`config.mk`:
```
export PLATFORM = sky130hd
export DESIGN_NAME = gpb_ports
export DESIGN_NICKNAME = d
export VERILOG_FILES = /design/src/shared/gpb_pkg.sv /design/src/verilog/gpb_ports.sv
export SDC_FILE = /design/constraint.sdc
export NUM_CORES = 1
export LEC_CHECK = 0
export BUFFER_PORTS_ARGS = -buffer_cell sky130_fd_sc_hd__buf_2
export CAP_MARGIN = 20
export CORE_MARGIN = 10
export CORE_UTILIZATION = 45
export DETAILED_ROUTE_END_ITERATION = 10
export GPL_TIMING_DRIVEN = 0
export PLACE_DENSITY = 0.67
export SLEW_MARGIN = 5
export SYNTH_ARGS = -nofsm -noshare
export SYNTH_HDL_FRONTEND = slang
export SYNTH_SLANG_ARGS = --single-unit
```
`constraint.sdc`:
```
create_clock -name MCLK_IN -period 2.92 [get_ports MCLK_IN]
set_input_delay 0.146 -clock MCLK_IN [delete_from_list [all_inputs] [get_ports MCLK_IN]]
set_output_delay 0.146 -clock MCLK_IN [all_outputs]
set_load 0.005 [all_outputs]
```
`src/shared/gpb_pkg.sv`:
```
// Shared constants for the three-port general-purpose I/O block.
// Assumes a 32-bit AXI4-Lite register bus with byte addresses.
`default_nettype none

package gpb_pkg;

   // Bus widths
   localparam int ADDR_W = 8;
   localparam int DATA_W = 32;

   // Register indices; byte address is four times the index
   localparam logic [3:0] IDX_PORTA_LATCH = 4'h0;
   localparam logic [3:0] IDX_PORTB_LATCH = 4'h1;
   localparam logic [3:0] IDX_PORTC_LATCH = 4'h2;
   localparam logic [3:0] IDX_PORTA_DIR = 4'h4;
   localparam logic [3:0] IDX_PORTB_DIR = 4'h5;
   localparam logic [3:0] IDX_PORTC_DIR = 4'h6;
   localparam logic [3:0] IDX_PORTA_PULL = 4'h8;
   localparam logic [3:0] IDX_PORTC_PULL = 4'h9;

   // Byte address layout: index sits in bits 5:2
   localparam int IDX_LSB = 2;
   localparam int IDX_MSB = 5;

   // Values after reset
   localparam logic [7:0] RST_PORTA_DIR = 8'h00;
   localparam logic [7:0] RST_PORTB_DIR = 8'h00;
   localparam logic [6:0] RST_PORTC_DIR = 7'h00;
   localparam logic [7:0] RST_PORTA_PULL = 8'h00;
   localparam logic [6:0] RST_PORTC_PULL = 7'h00;

   // Bus responses
   localparam logic [1:0] RESP_OKAY = 2'h0;
   localparam logic [1:0] RESP_SLVERR = 2'h2;

   // Port C pin positions taken over by the CAN controller
   localparam int PC_CAN_TX_BIT = 0;
   localparam int PC_CAN_RX_BIT = 1;

endpackage

`default_nettype wire

```
`src/verilog/gpb_ports.sv`:
```
// Port A pull control and read path, port B and port C I/O logic.
// Assumes AXI4-Lite on MCLK_IN; pin inputs arrive asynchronously;
// converter, keypad and CAN controls come from logic on MCLK_IN.
//
// The AXI4-Lite register port was left to the implementer.
`timescale 1ns/1ps
`default_nettype none

// Contract
// - Each port A pin has its own pullup enable; set connects the pullup.
// - Port A pullup is off on output pins, back on when input again.
// - Keypad port A inputs get pullup or pulldown by keypad polarity.
// - Port B latch is 8 bits, read/write, untouched by reset.
// - Port B direction bit 1 enables the output buffer, 0 makes an input.
// - Reset clears all port B direction bits.
// - Port B read gives latch on outputs, pin level on inputs.
// - Latch writes always land; on inputs reads still show the pin.
// - ADC-selected port B pin is analog input, overriding port control.
// - Port C has seven pins with latch and direction; reset keeps latch.
// - Reset clears port C direction; direction 1 enables the output buffer.
// - Port C read gives latch on outputs, pin level on inputs.
// - CAN takeover puts receive on pin 1 and transmit on pin 0.
// - Port C pullup acts only when its bit is set and pin is input.
// - Port C pullup is removed on outputs and restored on inputs.
// - Port A read gives latch on outputs, pin level on inputs.
// - Reset clears all port A direction bits.
module gpb_ports (
   input wire logic MCLK_IN,
   input wire logic RST_N_IN,
   input wire logic CE_IN,
   input wire logic [7:0] S_AXI_AWADDR_IN,
   input wire logic S_AXI_AWVALID_IN,
   output logic S_AXI_AWREADY_OUT,
   input wire logic [31:0] S_AXI_WDATA_IN,
   input wire logic [3:0] S_AXI_WSTRB_IN,
   input wire logic S_AXI_WVALID_IN,
   output logic S_AXI_WREADY_OUT,
   output logic [1:0] S_AXI_BRESP_OUT,
   output logic S_AXI_BVALID_OUT,
   input wire logic S_AXI_BREADY_IN,
   input wire logic [7:0] S_AXI_ARADDR_IN,
   input wire logic S_AXI_ARVALID_IN,
   output logic S_AXI_ARREADY_OUT,
   output logic [31:0] S_AXI_RDATA_OUT,
   output logic [1:0] S_AXI_RRESP_OUT,
   output logic S_AXI_RVALID_OUT,
   input wire logic S_AXI_RREADY_IN,
   input wire logic [7:0] PORTA_PIN_IN,
   output logic [7:0] PORTA_PIN_OUT,
   output logic [7:0] PORTA_PIN_OE_OUT,
   output logic [7:0] PORTA_PULLUP_OUT,
   output logic [7:0] PORTA_PULLDOWN_OUT,
   input wire logic [7:0] KEYPAD_INPUTS_EN_IN,
   input wire logic [7:0] KEYPAD_POLARITY_IN,
   input wire logic [7:0] PORTB_PIN_IN,
   output logic [7:0] PORTB_PIN_OUT,
   output logic [7:0] PORTB_PIN_OE_OUT,
   output logic [7:0] PORTB_ANALOG_INPUTS_OUT,
   input wire logic [7:0] ADC_PIN_SELECT_IN,
   input wire logic [6:0] PORTC_PIN_IN,
   output logic [6:0] PORTC_PIN_OUT,
   output logic [6:0] PORTC_PIN_OE_OUT,
   output logic [6:0] PORTC_PULLUP_OUT,
   input wire logic CAN_PIN_TAKEOVER_IN,
   input wire logic CAN_TRANSMIT_PIN_IN,
   output logic CAN_RECEIVE_PIN_OUT
);

   // Register index decode, shared by the read and write paths
   function automatic logic [4:0] reg_decode(input logic [7:0] addr);
      logic hit;
      logic [3:0] idx;
      idx = addr[gpb_pkg::IDX_MSB:gpb_pkg::IDX_LSB];
      hit = 1'b0;
      if (addr[1:0] == 2'h0 && addr[7:6] == 2'h0) begin
         unique case (idx)
            gpb_pkg::IDX_PORTA_LATCH, gpb_pkg::IDX_PORTB_LATCH,
            gpb_pkg::IDX_PORTC_LATCH, gpb_pkg::IDX_PORTA_DIR,
            gpb_pkg::IDX_PORTB_DIR, gpb_pkg::IDX_PORTC_DIR,
            gpb_pkg::IDX_PORTA_PULL, gpb_pkg::IDX_PORTC_PULL: hit = 1'b1;
            default: hit = 1'b0;
         endcase
      end
      return {hit, idx};
   endfunction

   logic [7:0] porta_latch_q;
   logic [7:0] portb_latch_q;
   logic [6:0] portc_latch_q;
   logic [7:0] porta_direction_q;
   logic [7:0] portb_direction_q;
   logic [6:0] portc_direction_q;
   logic [7:0] porta_pull_enable_q;
   logic [6:0] portc_pull_enable_q;

   // Pin synchronisers: stage 1 feeds stage 2 only
   logic [22:0] pin_s1_q;
   logic [22:0] pin_s2_q;
   logic [22:0] pin_s3_q;
   logic [22:0] pin_f_q;
   logic [7:0] pa_pin;
   logic [7:0] pb_pin;
   logic [6:0] pc_pin;

   always_ff @(posedge MCLK_IN) begin
      if (!RST_N_IN) begin
         pin_s1_q <= 23'h00_0000;
         pin_s2_q <= 23'h00_0000;
         pin_s3_q <= 23'h00_0000;
         pin_f_q <= 23'h00_0000;
      end else if (CE_IN) begin
         pin_s1_q <= {PORTC_PIN_IN, PORTB_PIN_IN, PORTA_PIN_IN};
         pin_s2_q <= pin_s1_q;
         pin_s3_q <= pin_s2_q;
         // A level only counts once two stages agree, filtering runts
         pin_f_q <= (pin_s2_q & pin_s3_q) | (pin_f_q & (pin_s2_q ^ pin_s3_q));
      end
   end

   assign pa_pin = pin_f_q[7:0];
   assign pb_pin = pin_f_q[15:8];
   assign pc_pin = pin_f_q[22:16];

   // Write channel capture
   logic aw_have_q;
   logic w_have_q;
   logic [7:0] aw_addr_q;
   logic [7:0] w_data_q;
   logic w_lane0_q;
   logic do_wr;
   logic [4:0] wr_dec;
   logic wr_en;

   assign do_wr = aw_have_q & w_have_q & ~S_AXI_BVALID_OUT;
   assign wr_dec = reg_decode(aw_addr_q);
   assign wr_en = do_wr & wr_dec[4] & w_lane0_q;

   always_ff @(posedge MCLK_IN) begin
      if (!RST_N_IN) begin
         aw_have_q <= 1'b0;
         aw_addr_q <= 8'h00;
         S_AXI_AWREADY_OUT <= 1'b0;
      end else if (CE_IN) begin
         if (S_AXI_AWVALID_IN && S_AXI_AWREADY_OUT) begin
            aw_have_q <= 1'b1;
            aw_addr_q <= S_AXI_AWADDR_IN;
            S_AXI_AWREADY_OUT <= 1'b0;
         end else if (do_wr) begin
            aw_have_q <= 1'b0;
         end else if (!aw_have_q && !S_AXI_BVALID_OUT) begin
            S_AXI_AWREADY_OUT <= 1'b1;
         end
      end
   end

   always_ff @(posedge MCLK_IN) begin
      if (!RST_N_IN) begin
         w_have_q <= 1'b0;
         w_data_q <= 8'h00;
         w_lane0_q <= 1'b0;
         S_AXI_WREADY_OUT <= 1'b0;
      end else if (CE_IN) begin
         if (S_AXI_WVALID_IN && S_AXI_WREADY_OUT) begin
            w_have_q <= 1'b1;
            w_data_q <= S_AXI_WDATA_IN[7:0];
            w_lane0_q <= S_AXI_WSTRB_IN[0];
            S_AXI_WREADY_OUT <= 1'b0;
         end else if (do_wr) begin
            w_have_q <= 1'b0;
         end else if (!w_have_q && !S_AXI_BVALID_OUT) begin
            S_AXI_WREADY_OUT <= 1'b1;
         end
      end
   end

   always_ff @(posedge MCLK_IN) begin
      if (!RST_N_IN) begin
         S_AXI_BVALID_OUT <= 1'b0;
         S_AXI_BRESP_OUT <= gpb_pkg::RESP_OKAY;
      end else if (CE_IN) begin
         if (do_wr) begin
            S_AXI_BVALID_OUT <= 1'b1;
            S_AXI_BRESP_OUT <= wr_dec[4] ? gpb_pkg::RESP_OKAY :
                               gpb_pkg::RESP_SLVERR;
         end else if (S_AXI_BREADY_IN) begin
            S_AXI_BVALID_OUT <= 1'b0;
         end
      end
   end

   // Data latches have no reset: their contents survive it
   always_ff @(posedge MCLK_IN) begin
      if (CE_IN && wr_en) begin
         if (wr_dec[3:0] == gpb_pkg::IDX_PORTA_LATCH) begin
            porta_latch_q <= w_data_q;
         end
         if (wr_dec[3:0] == gpb_pkg::IDX_PORTB_LATCH) begin
            portb_latch_q <= w_data_q;
         end
         if (wr_dec[3:0] == gpb_pkg::IDX_PORTC_LATCH) begin
            portc_latch_q <= w_data_q[6:0];
         end
      end
   end

   // Reset may arrive with the clock enable low; it still wins
   always_ff @(posedge MCLK_IN) begin
      if (!RST_N_IN) begin
         porta_direction_q <= gpb_pkg::RST_PORTA_DIR;
         portb_direction_q <= gpb_pkg::RST_PORTB_DIR;
         portc_direction_q <= gpb_pkg::RST_PORTC_DIR;
         porta_pull_enable_q <= gpb_pkg::RST_PORTA_PULL;
         portc_pull_enable_q <= gpb_pkg::RST_PORTC_PULL;
      end else if (CE_IN && wr_en) begin
         unique case (wr_dec[3:0])
            gpb_pkg::IDX_PORTA_DIR: porta_direction_q <= w_data_q;
            gpb_pkg::IDX_PORTB_DIR: portb_direction_q <= w_data_q;
            gpb_pkg::IDX_PORTC_DIR: portc_direction_q <= w_data_q[6:0];
            gpb_pkg::IDX_PORTA_PULL: porta_pull_enable_q <= w_data_q;
            gpb_pkg::IDX_PORTC_PULL: portc_pull_enable_q <= w_data_q[6:0];
            default: ;
         endcase
      end
   end

   // Read channel: data is formed at the address handshake
   logic [4:0] rd_dec;
   logic [7:0] rd_byte;

   assign rd_dec = reg_decode(S_AXI_ARADDR_IN);

   always_comb begin
      rd_byte = 8'h00;
      unique case (rd_dec[3:0])
         gpb_pkg::IDX_PORTA_LATCH:
            rd_byte = (porta_latch_q & porta_direction_q) |
                      (pa_pin & ~porta_direction_q);
         gpb_pkg::IDX_PORTB_LATCH:
            rd_byte = (portb_latch_q & portb_direction_q) |
                      (pb_pin & ~portb_direction_q);
         gpb_pkg::IDX_PORTC_LATCH:
            rd_byte = {1'b0, (portc_latch_q & portc_direction_q) |
                             (pc_pin & ~portc_direction_q)};
         gpb_pkg::IDX_PORTA_DIR: rd_byte = porta_direction_q;
         gpb_pkg::IDX_PORTB_DIR: rd_byte = portb_direction_q;
         gpb_pkg::IDX_PORTC_DIR: rd_byte = {1'b0, portc_direction_q};
         gpb_pkg::IDX_PORTA_PULL: rd_byte = porta_pull_enable_q;
         gpb_pkg::IDX_PORTC_PULL: rd_byte = {1'b0, portc_pull_enable_q};
         default: rd_byte = 8'h00;
      endcase
      if (!rd_dec[4]) begin
         rd_byte = 8'h00;
      end
   end

   always_ff @(posedge MCLK_IN) begin
      if (!RST_N_IN) begin
         S_AXI_ARREADY_OUT <= 1'b0;
         S_AXI_RVALID_OUT <= 1'b0;
         S_AXI_RDATA_OUT <= 32'h0000_0000;
         S_AXI_RRESP_OUT <= gpb_pkg::RESP_OKAY;
      end else if (CE_IN) begin
         if (S_AXI_ARVALID_IN && S_AXI_ARREADY_OUT) begin
            S_AXI_ARREADY_OUT <= 1'b0;
            S_AXI_RVALID_OUT <= 1'b1;
            S_AXI_RDATA_OUT <= {24'h00_0000, rd_byte};
            S_AXI_RRESP_OUT <= rd_dec[4] ? gpb_pkg::RESP_OKAY :
                               gpb_pkg::RESP_SLVERR;
         end else if (S_AXI_RVALID_OUT && S_AXI_RREADY_IN) begin
            S_AXI_RVALID_OUT <= 1'b0;
         end else if (!S_AXI_RVALID_OUT) begin
            S_AXI_ARREADY_OUT <= 1'b1;
         end
      end
   end

   // Pin drive and pull control, all from flip-flops
   logic [7:0] pa_kbd_in;
   logic [7:0] pb_drive;
   logic [6:0] pc_oe_d;
   logic [6:0] pc_out_d;

   assign pa_kbd_in = KEYPAD_INPUTS_EN_IN & ~porta_direction_q;
   assign pb_drive = portb_direction_q & ~ADC_PIN_SELECT_IN;

   always_comb begin
      pc_oe_d = portc_direction_q;
      pc_out_d = portc_latch_q;
      if (CAN_PIN_TAKEOVER_IN) begin
         pc_oe_d[gpb_pkg::PC_CAN_TX_BIT] = 1'b1;
         pc_out_d[gpb_pkg::PC_CAN_TX_BIT] = CAN_TRANSMIT_PIN_IN;
         pc_oe_d[gpb_pkg::PC_CAN_RX_BIT] = 1'b0;
      end
   end

   always_ff @(posedge MCLK_IN) begin
      if (!RST_N_IN) begin
         PORTA_PIN_OUT <= 8'h00;
         PORTA_PIN_OE_OUT <= 8'h00;
         PORTA_PULLUP_OUT <= 8'h00;
         PORTA_PULLDOWN_OUT <= 8'h00;
      end else if (CE_IN) begin
         PORTA_PIN_OUT <= porta_latch_q;
         PORTA_PIN_OE_OUT <= porta_direction_q;
         // Keypad pins pick their pull by polarity, others by enable bit
         PORTA_PULLUP_OUT <= (porta_pull_enable_q & ~porta_direction_q &
                              ~KEYPAD_INPUTS_EN_IN) |
                             (pa_kbd_in & ~KEYPAD_POLARITY_IN);
         PORTA_PULLDOWN_OUT <= pa_kbd_in & KEYPAD_POLARITY_IN;
      end
   end

   always_ff @(posedge MCLK_IN) begin
      if (!RST_N_IN) begin
         PORTB_PIN_OUT <= 8'h00;
         PORTB_PIN_OE_OUT <= 8'h00;
         PORTB_ANALOG_INPUTS_OUT <= 8'h00;
      end else if (CE_IN) begin
         PORTB_PIN_OUT <= portb_latch_q;
         PORTB_PIN_OE_OUT <= pb_drive;
         PORTB_ANALOG_INPUTS_OUT <= ADC_PIN_SELECT_IN;
      end
   end

   always_ff @(posedge MCLK_IN) begin
      if (!RST_N_IN) begin
         PORTC_PIN_OUT <= 7'h00;
         PORTC_PIN_OE_OUT <= 7'h00;
         PORTC_PULLUP_OUT <= 7'h00;
         CAN_RECEIVE_PIN_OUT <= 1'b0;
      end else if (CE_IN) begin
         PORTC_PIN_OUT <= pc_out_d;
         PORTC_PIN_OE_OUT <= pc_oe_d;
         PORTC_PULLUP_OUT <= portc_pull_enable_q & ~pc_oe_d;
         CAN_RECEIVE_PIN_OUT <= pc_pin[gpb_pkg::PC_CAN_RX_BIT];
      end
   end

   // Checks
   chk_dir_reset_clear: assert property (
      @(posedge MCLK_IN) !RST_N_IN |=>
         (portb_direction_q == 8'h00 && portc_direction_q == 7'h00 &&
          porta_direction_q == 8'h00))
      else $error("direction bits not cleared by reset");

   chk_porta_pull_gate: assert property (
      @(posedge MCLK_IN) disable iff (!RST_N_IN)
      ($past(CE_IN) && $past(RST_N_IN) && $past(KEYPAD_INPUTS_EN_IN) == 8'h00)
         |-> PORTA_PULLUP_OUT ==
             $past(porta_pull_enable_q & ~porta_direction_q))
      else $error("port A pullup not gated by direction");

   chk_keypad_pull_sel: assert property (
      @(posedge MCLK_IN) disable iff (!RST_N_IN)
      ($past(CE_IN) && $past(RST_N_IN)) |->
         (PORTA_PULLDOWN_OUT == $past(pa_kbd_in & KEYPAD_POLARITY_IN)) &&
         ((PORTA_PULLUP_OUT & PORTA_PULLDOWN_OUT) == 8'h00))
      else $error("keypad pull selection wrong");

   chk_portb_latch_wr: assert property (
      @(posedge MCLK_IN) disable iff (!RST_N_IN)
      (CE_IN && wr_en && wr_dec[3:0] == gpb_pkg::IDX_PORTB_LATCH) |=>
         portb_latch_q == $past(w_data_q))
      else $error("port B latch write lost");

   chk_portb_drive: assert property (
      @(posedge MCLK_IN) disable iff (!RST_N_IN)
      ($past(CE_IN) && $past(RST_N_IN)) |->
         PORTB_PIN_OE_OUT ==
         $past(portb_direction_q & ~ADC_PIN_SELECT_IN))
      else $error("port B output enable wrong");

   chk_portb_read_mux: assert property (
      @(posedge MCLK_IN) disable iff (!RST_N_IN)
      (CE_IN && S_AXI_ARVALID_IN && S_AXI_ARREADY_OUT &&
       S_AXI_ARADDR_IN == {2'h0, gpb_pkg::IDX_PORTB_LATCH, 2'h0}) |=>
         S_AXI_RVALID_OUT && S_AXI_RDATA_OUT[7:0] ==
         $past((portb_latch_q & portb_direction_q) |
               (pb_pin & ~portb_direction_q)))
      else $error("port B read mux wrong");

   chk_portc_read_mux: assert property (
      @(posedge MCLK_IN) disable iff (!RST_N_IN)
      (CE_IN && S_AXI_ARVALID_IN && S_AXI_ARREADY_OUT &&
       S_AXI_ARADDR_IN == {2'h0, gpb_pkg::IDX_PORTC_LATCH, 2'h0}) |=>
         S_AXI_RDATA_OUT[7:0] == {1'b0, $past((portc_latch_q &
         portc_direction_q) | (pc_pin & ~portc_direction_q))})
      else $error("port C read mux wrong");

   chk_porta_read_mux: assert property (
      @(posedge MCLK_IN) disable iff (!RST_N_IN)
      (CE_IN && S_AXI_ARVALID_IN && S_AXI_ARREADY_OUT &&
       S_AXI_ARADDR_IN == {2'h0, gpb_pkg::IDX_PORTA_LATCH, 2'h0}) |=>
         S_AXI_RDATA_OUT[7:0] == $past((porta_latch_q & porta_direction_q) |
                                       (pa_pin & ~porta_direction_q)))
      else $error("port A read mux wrong");

   chk_can_takeover: assert property (
      @(posedge MCLK_IN) disable iff (!RST_N_IN)
      ($past(CE_IN) && $past(RST_N_IN) && $past(CAN_PIN_TAKEOVER_IN)) |->
         PORTC_PIN_OE_OUT[1:0] == 2'h1 &&
         PORTC_PIN_OUT[0] == $past(CAN_TRANSMIT_PIN_IN))
      else $error("CAN pins not taken over");

   chk_portc_pullup: assert property (
      @(posedge MCLK_IN) disable iff (!RST_N_IN)
      ($past(CE_IN) && $past(RST_N_IN)) |->
         (PORTC_PULLUP_OUT & PORTC_PIN_OE_OUT) == 7'h00 &&
         PORTC_PULLUP_OUT == ($past(portc_pull_enable_q) & ~PORTC_PIN_OE_OUT))
      else $error("port C pullup wrong");

   chk_dir_readback: assert property (
      @(posedge MCLK_IN) disable iff (!RST_N_IN)
      (CE_IN && wr_en && wr_dec[3:0] == gpb_pkg::IDX_PORTB_DIR) |=>
         portb_direction_q == $past(w_data_q))
      else $error("direction write not held");

endmodule

`default_nettype wire
```
==> results.yml, run 1 <==
route:
  drt_pass1_iterations: 5
  wire_per_inst_um: 20.6
  remaining_drc_errors: 0
  routed_wl_um: 37000
  vias: 9487
  viasPerCell: 5.29
  antenna_left: 0
  drt_iter0_markers: 613
finish:
  nFillCells: 2270
  area_growth_pct: 26.1
  stdcell_area_um2: 14400
  fin_cells: 1794
  drive_gt1_share_pct: 19.3
  seqCellArea_um2: 5560
  fin_nets: 1572
  multi_input_area_um2: 5440
sta:
  maxSlewViolCount: 0
  final_hold_viol_count: 0
  maxSlewHeadroom_pct: 34.2
  whs_ns: 0.00998
  fin_skew_ns: 0.00578
  fmax_mhz: 353
  rsz0062_at_grt: "false"
  tns_ns: 0
  layout_min_cycle_time_ns: 2.83
  setup_viol_count_final: 0
  timing.final.crit_share_pct: 97.1
  worstMarginPinSlew_ns: 0.983
logic_synthesis:
  synth.top_cell.area_share_pct: 42.5
  yosys_most_used_dff: "dfxtp_1"
  synth-seq-cells: 266
  ys_seq_area_share_pct: 48.5
  yosysUniqueCellTypes: 55
  syn_inst: 1145
  async_flop_share_pct: 0
  avgSynthCellArea_um2: 10.0
  yosys-top-cells-area: "dfxtp_1 42%, mux2i_1 13%, nor2b_1 7.5%, edfxtp_1 6.0%, a21boi_0 5.4%"
  netlist_area_um2: 11400
  yosysMostFrequentCell: "dfxtp_1"
  yosys-top-cells-count: "243 x dfxtp_1, 151 x mux2i_1, 137 x nor2b_1, 118 x nand2_1, 83 x a21boi_0"
  yosysWarnings: 0
  synth_area_leader_cell: "dfxtp_1"
  synth_edf_count: 23
clocking:
  cts_setup_buffers: 0
  cts.sinks: 266
  cts.htree.levels: 1
  clk_pin_slew_ns: 0.06
  clk_latency_ns: 0.54
  clockRootBuffer: "clkbuf_16"
  clk_path_buf_depth: 3
  cts_buffers: 28
  cts_tree: "done"
global_routing:
  overflow: 0
  grt_pass1_wl_um: 55700
  grt_max_degree: 15
  grtUsageTotal_pct: 21.6
  antenna_found_initial: 4
  grt_pass1_vias: 9284
floorplanning:
  die-area_um2: 32200
  rows: 58
  die_h_um: 180
  core-area_um2: 25100
  die_x_um: 180
  io_pins: 228
  initial_core_util_pct: 45.6
job:
  timing.max_cap.violations: 0
power:
  p_seq_share_pct: 47.7
  power.internal_mw: 6.14
  p_per_area_nw_per_um2: 552
  total_power_mw: 7.97
  combPwrFrac_pct: 7.8
  p_leak_nw: 6.08
  switching_share_pct: 23.0
  netSwitchingPower_mw: 1.83
  clkPwrFrac_pct: 44.5
  vdd_drop_max_uv: 377
worst_setup_path:
  critical_path_class: "flop to flop"
  arrival_ns: 3.00
  crit_fanout: 9
  crit_end: "portb_latch_q[2]"
  reg2reg_to: "portb_latch_q[2]"
  rr_worst_depth: 4
  crit_path_end_kind: "flop"
  start_kind: "flop"
  worstPathRequired_ns: 3.08
  cp-startpoint: "S_AXI_BVALID_OUT"
  reg2reg_setup_slack_ns: 0.09
  rr_startpoint: "S_AXI_BVALID_OUT"
placed_design:
  placedCellCount: 1674
  port_buffers: 174
  dpl-instance-area_um2: 12800
  place_congestion: 0.986
  hpwl_um: 27500
worst_hold_path:
  hold_class: "input pin to flop"
run_status:
  outcome: "finished, final reports clean"
-- flip-flops by register name (all words and copies together) (netlist names), 23 cells and up, named ones only --
signal,flops
pin_s1_q,23
pin_f_q,23
pin_s3_q,23
pin_s2_q,23
-- final cells by class --
class | instances | share of cell area (%)
flip-flops and latches | 266 | 38.5
multi-input cells | 791 | 37.7
repair buffers | 240 | 10.6
clock buffers | 46 | 6.23
plain buffers | 103 | 3.56
well taps | 330 | 2.86
clock inverters | 6 | 0.286
inverters | 10 | 0.260
diodes | 2 | 0.0347
-- per-stage QoR --
| stage | setup slack [ns] | utilization (%) |
|---|---|---|
| after floorplan | 0.692 | - |
| after global placement | 0.118 | 51.1 |
| after detailed placement | 0.134 | 51.1 |
| after CTS | 0.114 | 57.5 |
| after global routing | 0.000174 | 57.5 |
| final | 0.0852 | 57.5 |
-- worst max-delay path, stage by stage (launching register included) --
cell and delay [ns]:
dfxtp_1 0.32, and4b_2 0.40, nand3_2 0.20, or4b_2 0.74
nor2_1 0.79
-- worst min-delay path by stage --
stage / endpoint / slack, ns / depth (start not counted) / start
2_1_floorplan: aw_addr_q[0] / 0.29 / 2 / S_AXI_AWADDR_IN[0]
3_3_place_gp: aw_addr_q[1] / 0.40 / 3 / S_AXI_AWADDR_IN[1]
3_5_place_dp: aw_addr_q[1] / 0.41 / 3 / S_AXI_AWADDR_IN[1]
4_1_cts: PORTA_PULLUP_OUT[0] / 0.001 / 3 / KEYPAD_POLARITY_IN[0]
5_1_grt: PORTA_PULLUP_OUT[0] / 0.01 / 3 / KEYPAD_POLARITY_IN[0]
6_report: PORTA_PULLUP_OUT[0] / 0.01 / 3 / KEYPAD_POLARITY_IN[0]
-- cell usage in the layout (no fill, tap or decap), types with 4 or more instances in the layout --
cell / instances
nor2_1: 14
clkinv_2: 5
a22oi_1: 6
nand3b_1: 13
a21boi_0: 83
nand4b_1: 7
and3_1: 4
conb_1: 26
o32ai_1: 5
nand4_1: 25
clkbuf_8: 11
or4b_2: 4
inv_1: 9
nand2b_1: 7
buf_4: 27
a2bb2oi_1: 4
o21a_1: 9
dfxtp_1: 243
o21ai_0: 74
clkbuf_16: 29
dlygate4sd3_1: 66
nand2_1: 118
mux2i_1: 151
edfxtp_1: 23
buf_1: 7
nand3_1: 11
buf_2: 189
nor2b_1: 137
clkbuf_1: 59
nor3_1: 10
a2111oi_0: 5
a21oi_1: 12
or3b_2: 7
ha_1: 23
-- logic make-up (layout without fill, tap and decap cells) --
group	after synthesis	count (layout)	synth area share, %
AND/OR/NAND/NOR	378	378	18.6
adder cells (fa/ha/maj)	23	23	2.51
other	1	28	0.0328
buffers and inverters	113	405	4.82
multiplexers	152	152	13.3
AO/OA/AOI/OAI	212	212	12.2
flip-flops	266	266	48.5
-- metal layers --
metal	track usage, %	part of all wire (%)	vias to the layer above
met5	0	0.073	-
met1	28.5	44	4456
met4	6.12	2.7	4
met2	34.5	45	367
met3	5.24	8.5	65
li1	-	-	4595
-- power groups by stage --
stage | sequential [mW] | clock [mW] | combinational [mW]
2_1_floorplan | 3.86 | 0 | 0.337
3_3_place_gp | 3.88 | 0 | 0.545
4_1_cts | 3.80 | 3.60 | 0.618
3_5_place_dp | 3.88 | 0 | 0.550
5_1_grt | 3.81 | 3.73 | 0.679
6_report | 3.80 | 3.55 | 0.623
-- repair_timing --
action	CTS	global route
hold buffers	66	0
hold endpoints to repair	70	0
endpoints found under the setup margin	0	0
resized for setup	0	0
Note: power is estimated with default switching activity, not from simulation.
==> inputs of run 2 (changes only) <==
Settings changed: ABC_AREA set to 1, PLACE_DENSITY 0.67 to 0.68.
==> run 2 against run 1 <==
  * Synthesized cell count increased by 29%
  * First-iteration DRC count increased by 71%
  * Via count increased by 16%
  * Power increased by 7.5%
  * Sequential power increased by 3%
  * Combinational power increased by 22%
  * Synthesized area decreased by 2.8%
  * Die area decreased by 2.5%
  * Cell count increased by 19%
  * Register-to-register slack improved by 0.64 ns
  * Utilization increased by 1.5 points
  * Critical endpoint is now S_AXI_RVALID_OUT
==> results.yml, run 2 <==
clocking:
  ctsResizeCount: 0
  clk_path_buf_depth: 3
  cts_setup_buffers: 0
  clockRootBuffer: "clkbuf_16"
  holdBufCountCts: 80
  cts.sinks: 266
  cts_tree: "done"
  cts.htree.levels: 1
  clk_pin_slew_ns: 0.06
  clk_latency_ns: 0.54
  cts_buffers: 28
sta:
  maxSlewHeadroom_pct: 34.2
  fin_skew_ns: 0.0116
  timing.final.crit_share_pct: 75.1
  maxSlewViolCount: 0
  fmax_mhz: 456
  final_hold_viol_count: 0
  setup_viol_count_final: 0
  tns_ns: 0
  layout_min_cycle_time_ns: 2.19
  rsz0062_at_grt: "false"
  worstMarginPinSlew_ns: 0.983
placed_design:
  port_buffers: 173
  hpwl_um: 29400
  place_congestion: 0.959
finish:
  layout_common_cells: "324 x nand2_1, 277 x nor2_1, 243 x dfxtp_1"
  final_common_cell: "nand2_1"
  fin_nets: 1919
  drive_gt1_share_pct: 16.1
  insertedDiodeCount: 0
  area_growth_pct: 28.9
logic_synthesis:
  synth.top_cell.area_share_pct: 43.7
  netlist_area_um2: 11100
  ys_seq_area_share_pct: 49.9
  async_flop_share_pct: 0
  synth-seq-cells: 266
  yosys_most_used_dff: "dfxtp_1"
  avgSynthCellArea_um2: 7.52
  yosys-top-cells-count: "324 x nand2_1, 277 x nor2_1, 243 x dfxtp_1, 157 x o21ai_0, 107 x inv_1"
  synth_edf_count: 23
  yosysUniqueCellTypes: 25
  syn_inst: 1479
  synth_area_leader_cell: "dfxtp_1"
  yosys-top-cells-area: "dfxtp_1 44%, nand2_1 11%, nor2_1 9.3%, o21ai_0 7.1%, edfxtp_1 6.2%"
  yosysMostFrequentCell: "nand2_1"
  yosysWarnings: 0
power:
  p_leak_nw: 6.75
  total_power_mw: 8.57
  vdd_drop_max_uv: 429
  p_per_area_nw_per_um2: 598
global_routing:
  overflow: 0
  antenna_found_initial: 1
  grt_pass1_wl_um: 59500
  grt_pass1_vias: 10600
  grt_max_degree: 14
  grtUsageTotal_pct: 24.0
floorplanning:
  core-area_um2: 24300
  die_h_um: 177
  rows: 57
  io_pins: 228
  die_x_um: 177
  initial_core_util_pct: 45.8
  die-area_um2: 31400
worst_setup_path:
  reg2reg_to: "portb_latch_q[0]"
  crit_fanout: 10
  critical_path_class: "input pin to flop"
  rr_startpoint: "S_AXI_BVALID_OUT"
  reg2reg_setup_slack_ns: 0.73
  arrival_ns: 2.62
  start_kind: "input pin"
  rr_worst_depth: 5
  crit_path_end_kind: "flop"
  worstPathRequired_ns: 3.34
worst_hold_path:
  hold_class: "input pin to flop"
  holdPathEnd: "S_AXI_RRESP_OUT[1]"
  min_from: "S_AXI_ARADDR_IN[0]"
  holdPathStages: 5
route:
  wl_met1_um: 17000
  wl_met3_um: 3700
  vias: 11000
  remaining_drc_errors: 0
  viasPerCell: 5.14
  top_layer: "met5"
  antenna_left: 0
  routed_wl_um: 39100
  wire_per_inst_um: 18.3
  drt_pass1_iterations: 7
  drt_iter0_markers: 1050
  wl_met2_um: 17100
run_status:
  outcome: "finished, final reports clean"
job:
  timing.max_cap.violations: 0
run 2: cell count changes after synthesis, moves of 71 or more:
cell	delta
nor2_1	+263
mux2i_1	-151
nor2b_1	-137
o21ai_0	+83
a21boi_0	-83
nand2_1	+206
a21oi_1	+71
inv_1	+98
run 2: how the worst max path moves through the flow:
stage	start	endpoint	slack [ns]	depth (start not counted)
2_1_floorplan	S_AXI_BVALID_OUT	porta_latch_q[0]	1.28	5
3_3_place_gp	CE_IN	porta_latch_q[4]	0.60	6
3_5_place_dp	CE_IN	portb_latch_q[4]	0.56	6
4_1_cts	S_AXI_BVALID_OUT	portb_latch_q[1]	0.75	5
5_1_grt	S_AXI_BVALID_OUT	portb_latch_q[1]	0.60	5
6_report	RST_N_IN	S_AXI_RVALID_OUT	0.73	6
run 2: critical path, stage by stage:
cell and delay [ns]:
buf_2 0.21, inv_1 0.15, clkbuf_1 0.64, buf_1 0.76, a21oi_1 0.08, dlygate4sd3_1 0.60
run 2: cell families after synthesis:
| logic type | share of synthesized area, % |
|---|---|
| simple gates | 26.3 |
| fa+ha+maj | 2.59 |
| flops | 49.9 |
| other cells | 0.0337 |
| compound gates | 12.6 |
| buf+inv | 8.57 |
run 2: power by group:
part | internal, mW | switching [mW]
Clock | 2.45 | 1.47
Combinational | 0.310 | 0.447
Sequential | 3.81 | 0.0869
run 2: layout make-up:
class | instances | area [um^2]
Timing Repair Buffer | 253 | 1670
Fill cell | 2226 | 9980
Multi-Input combinational cell | 1025 | 4710
Tap cell | 324 | 405
Inverter | 107 | 402
Buffer | 106 | 552
Clock buffer | 43 | 931
Sequential cell | 266 | 5560
Clock inverter | 7 | 115
run 2: per-stage QoR:
step                      instance area (um^2)  setup slack [ns]  std cells  hold WS (ns)  util (%)
after global placement                   12500             0.601       2001         0.371      51.4
after detailed placement                 12500             0.557       2001         0.373      51.4
final                                    14300             0.727       2131        0.0731      59.0
after floorplan                          11200              1.28       1504         0.281         -
after global routing                     14300             0.595       2131        0.0999      59.0
after CTS                                14300             0.749       2131        0.0481      59.0
run 2: per-layer routing:
metal  GRT usage (%)  vias to the layer above
met5               0                        -
met4            7.50                        2
met3            5.25                       79
met2            38.0                      463
met1            32.0                     5041
li1                -                     5373
==> inputs of run 3 (changes only) <==
Settings changed: PLACE_DENSITY 0.68 to 0.7.
Clock period 2.92 ns to 1.85 ns, I/O delays scaled along.
==> run 3 against run 2 <==
  * Wire length up 0.25%
  * Sequential share of layout area down 0.074 points
  * Critical endpoint is now portc_latch_q[4]
  * Power up 56%
  * Sequential power up 58%
  * Non-clock buffer count up 2
  * Via count up 1.6%
  * Largest cell class unchanged
  * Clock skew down 0.0013 ns
  * Critical path depth unchanged
  * First-iteration DRC count up 19%
  * Cell area up 0.19%
  * Critical path type is now flop to flop
  * Die area unchanged
  * Combinational power up 57%
  * Highest routed layer is now met4
==> results.yml, run 3 (synthesis gave the netlist of run 2 again) <==
floorplanning:
  core-area_um2: 24300
  rows: 57
  die_h_um: 177
  die-area_um2: 31400
  initial_core_util_pct: 45.8
  die_x_um: 177
  io_pins: 228
clocking:
  clk_pin_slew_ns: 0.06
  clk_latency_ns: 0.54
  clk_path_buf_depth: 3
  cts.htree.levels: 1
  clockRootBuffer: "clkbuf_16"
  cts_tree: "done"
  cts.sinks: 266
  cts_buffers: 28
worst_setup_path:
  start_kind: "flop"
  crit_family: "simple AND/OR/NAND/NOR gates"
  timing.critical_path.buf_inv: 2
  cp_slowest_cell: "dfxtp_1"
  critPathMostFrequentCell: "nor2_4"
  crit_path_end_kind: "flop"
  worstPathRequired_ns: 2.07
  crit_fanout: 7
  cpPeakStageDelay_ns: 0.32
  crit_chain: "inv_1 > nand4_4 > nor2_4 > nand4_1 > buf_4 > nor2_4"
  critical_path_class: "flop to flop"
  arrival_ns: 1.96
global_routing:
  grt_max_degree: 14
  grt_pass1_wl_um: 60000
  grtUsageTotal_pct: 24.1
  overflow: 0
  antenna_found_initial: 1
  grt_pass1_vias: 10600
finish:
  stdcell_area_um2: 14400
  drive_gt1_share_pct: 16.4
  area_growth_pct: 29.1
  utilization_pct: 59.1
  fin_nets: 1921
  nFillCells: 2261
  final_common_cell: "nand2_1"
  layout_common_cells: "324 x nand2_1, 272 x nor2_1, 243 x dfxtp_1"
sta:
  setup_viol_count_final: 0
  timing.final.crit_share_pct: 93.8
  tns_ns: 0
  worstMarginPinSlew_ns: 0.950
  layout_min_cycle_time_ns: 1.74
  final_hold_viol_count: 0
  fin_skew_ns: 0.0103
  fmax_mhz: 576
  whs_ns: 0.0170
  maxSlewViolCount: 0
  maxSlewHeadroom_pct: 36.7
  rsz0062_at_grt: "false"
power:
  vdd_drop_max_uv: 840
  p_per_area_nw_per_um2: 929
  p_leak_nw: 6.74
  total_power_mw: 13.3
placed_design:
  hpwl_um: 29200
  dpl-instance-area_um2: 12500
  port_buffers: 173
  place_congestion: 0.951
job:
  timing.max_cap.violations: 0
route:
  vias: 11100
  routed_wl_um: 39200
  antenna_left: 0
  remaining_drc_errors: 0
  drt_pass1_iterations: 6
  drt_iter0_markers: 1254
  wire_per_inst_um: 18.3
  viasPerCell: 5.21
run_status:
  outcome: "finished, final reports clean"
worst_hold_path:
  hold_class: "input pin to flop"
[run 3: cell count changes in the layout (fill, tap and decap cells not counted), moves of 2 or more]
cell,previous run,this run
nor2_1,277,272
clkbuf_1,42,46
clkbuf_8,11,8
nor2_4,2,5
buf_12,0,2
clkinv_2,2,4
diode_2,0,2
nor2_2,1,3
[run 3: path summary, 6_finish.rpt]
kind              slack, ns  cells past startpoint          startpoint            endpoint
hold reg to reg        0.45                      2  S_AXI_RDATA_OUT[3]  S_AXI_RDATA_OUT[3]
setup reg to reg       0.11                      6    S_AXI_BVALID_OUT    portc_latch_q[4]
hold / removal         0.02                      4    S_AXI_AWVALID_IN   S_AXI_AWREADY_OUT
setup / recovery       0.11                      6    S_AXI_BVALID_OUT    portc_latch_q[4]
[run 3: routing by layer]
layer  up-vias  GRT usage [%]  wire [um]
li1       5370              -          -
met3       101           4.99       4060
met4         0           8.27       1380
met5         -              0          0
met1      5123           32.5      16500
met2       543           37.5      17200
[run 3: worst reg2reg max path, stage by stage, from the launching register on]
cell     delay [ns]
dfxtp_1        0.32
inv_1          0.13
nand4_4        0.14
nor2_4         0.26
nand4_1        0.13
buf_4          0.18
nor2_4         0.25
[run 3: what timing repair did]
action | in CTS | in global routing
hold endpoints to repair | 82 | 0
setup buffers | 0 | 3
pin swaps | 0 | 4
resized for setup | 3 | 5
setup endpoints to repair | 23 | 25
hold buffers | 79 | 0
[run 3: final cells by class]
cell class | instances | area [um^2] | area share (%)
timing repair buffer | 255 | 1700 | 11.9
clock buffer | 43 | 880 | 6.12
clock inverter | 9 | 124 | 0.862
antenna | 2 | 5.00 | 0.0348
buffer | 106 | 552 | 3.84
sequential | 266 | 5560 | 38.7
tap | 324 | 405 | 2.82
inverter | 107 | 402 | 2.80
multi-input combinational | 1025 | 4740 | 33.0
[run 3: report_power, final]
part	switching (mW)	internal (mW)
sequential	0.142	6.02
combinational	0.706	0.488
clock	2.31	3.68
[run 3: through the flow]
stage,instances,setup WS [ns]
finish,2137,0.115
detailed placement,2001,-0.454
floorplan,1504,0.211
global route,2136,0.0455
global placement,2001,-0.410
CTS,2132,-0.132
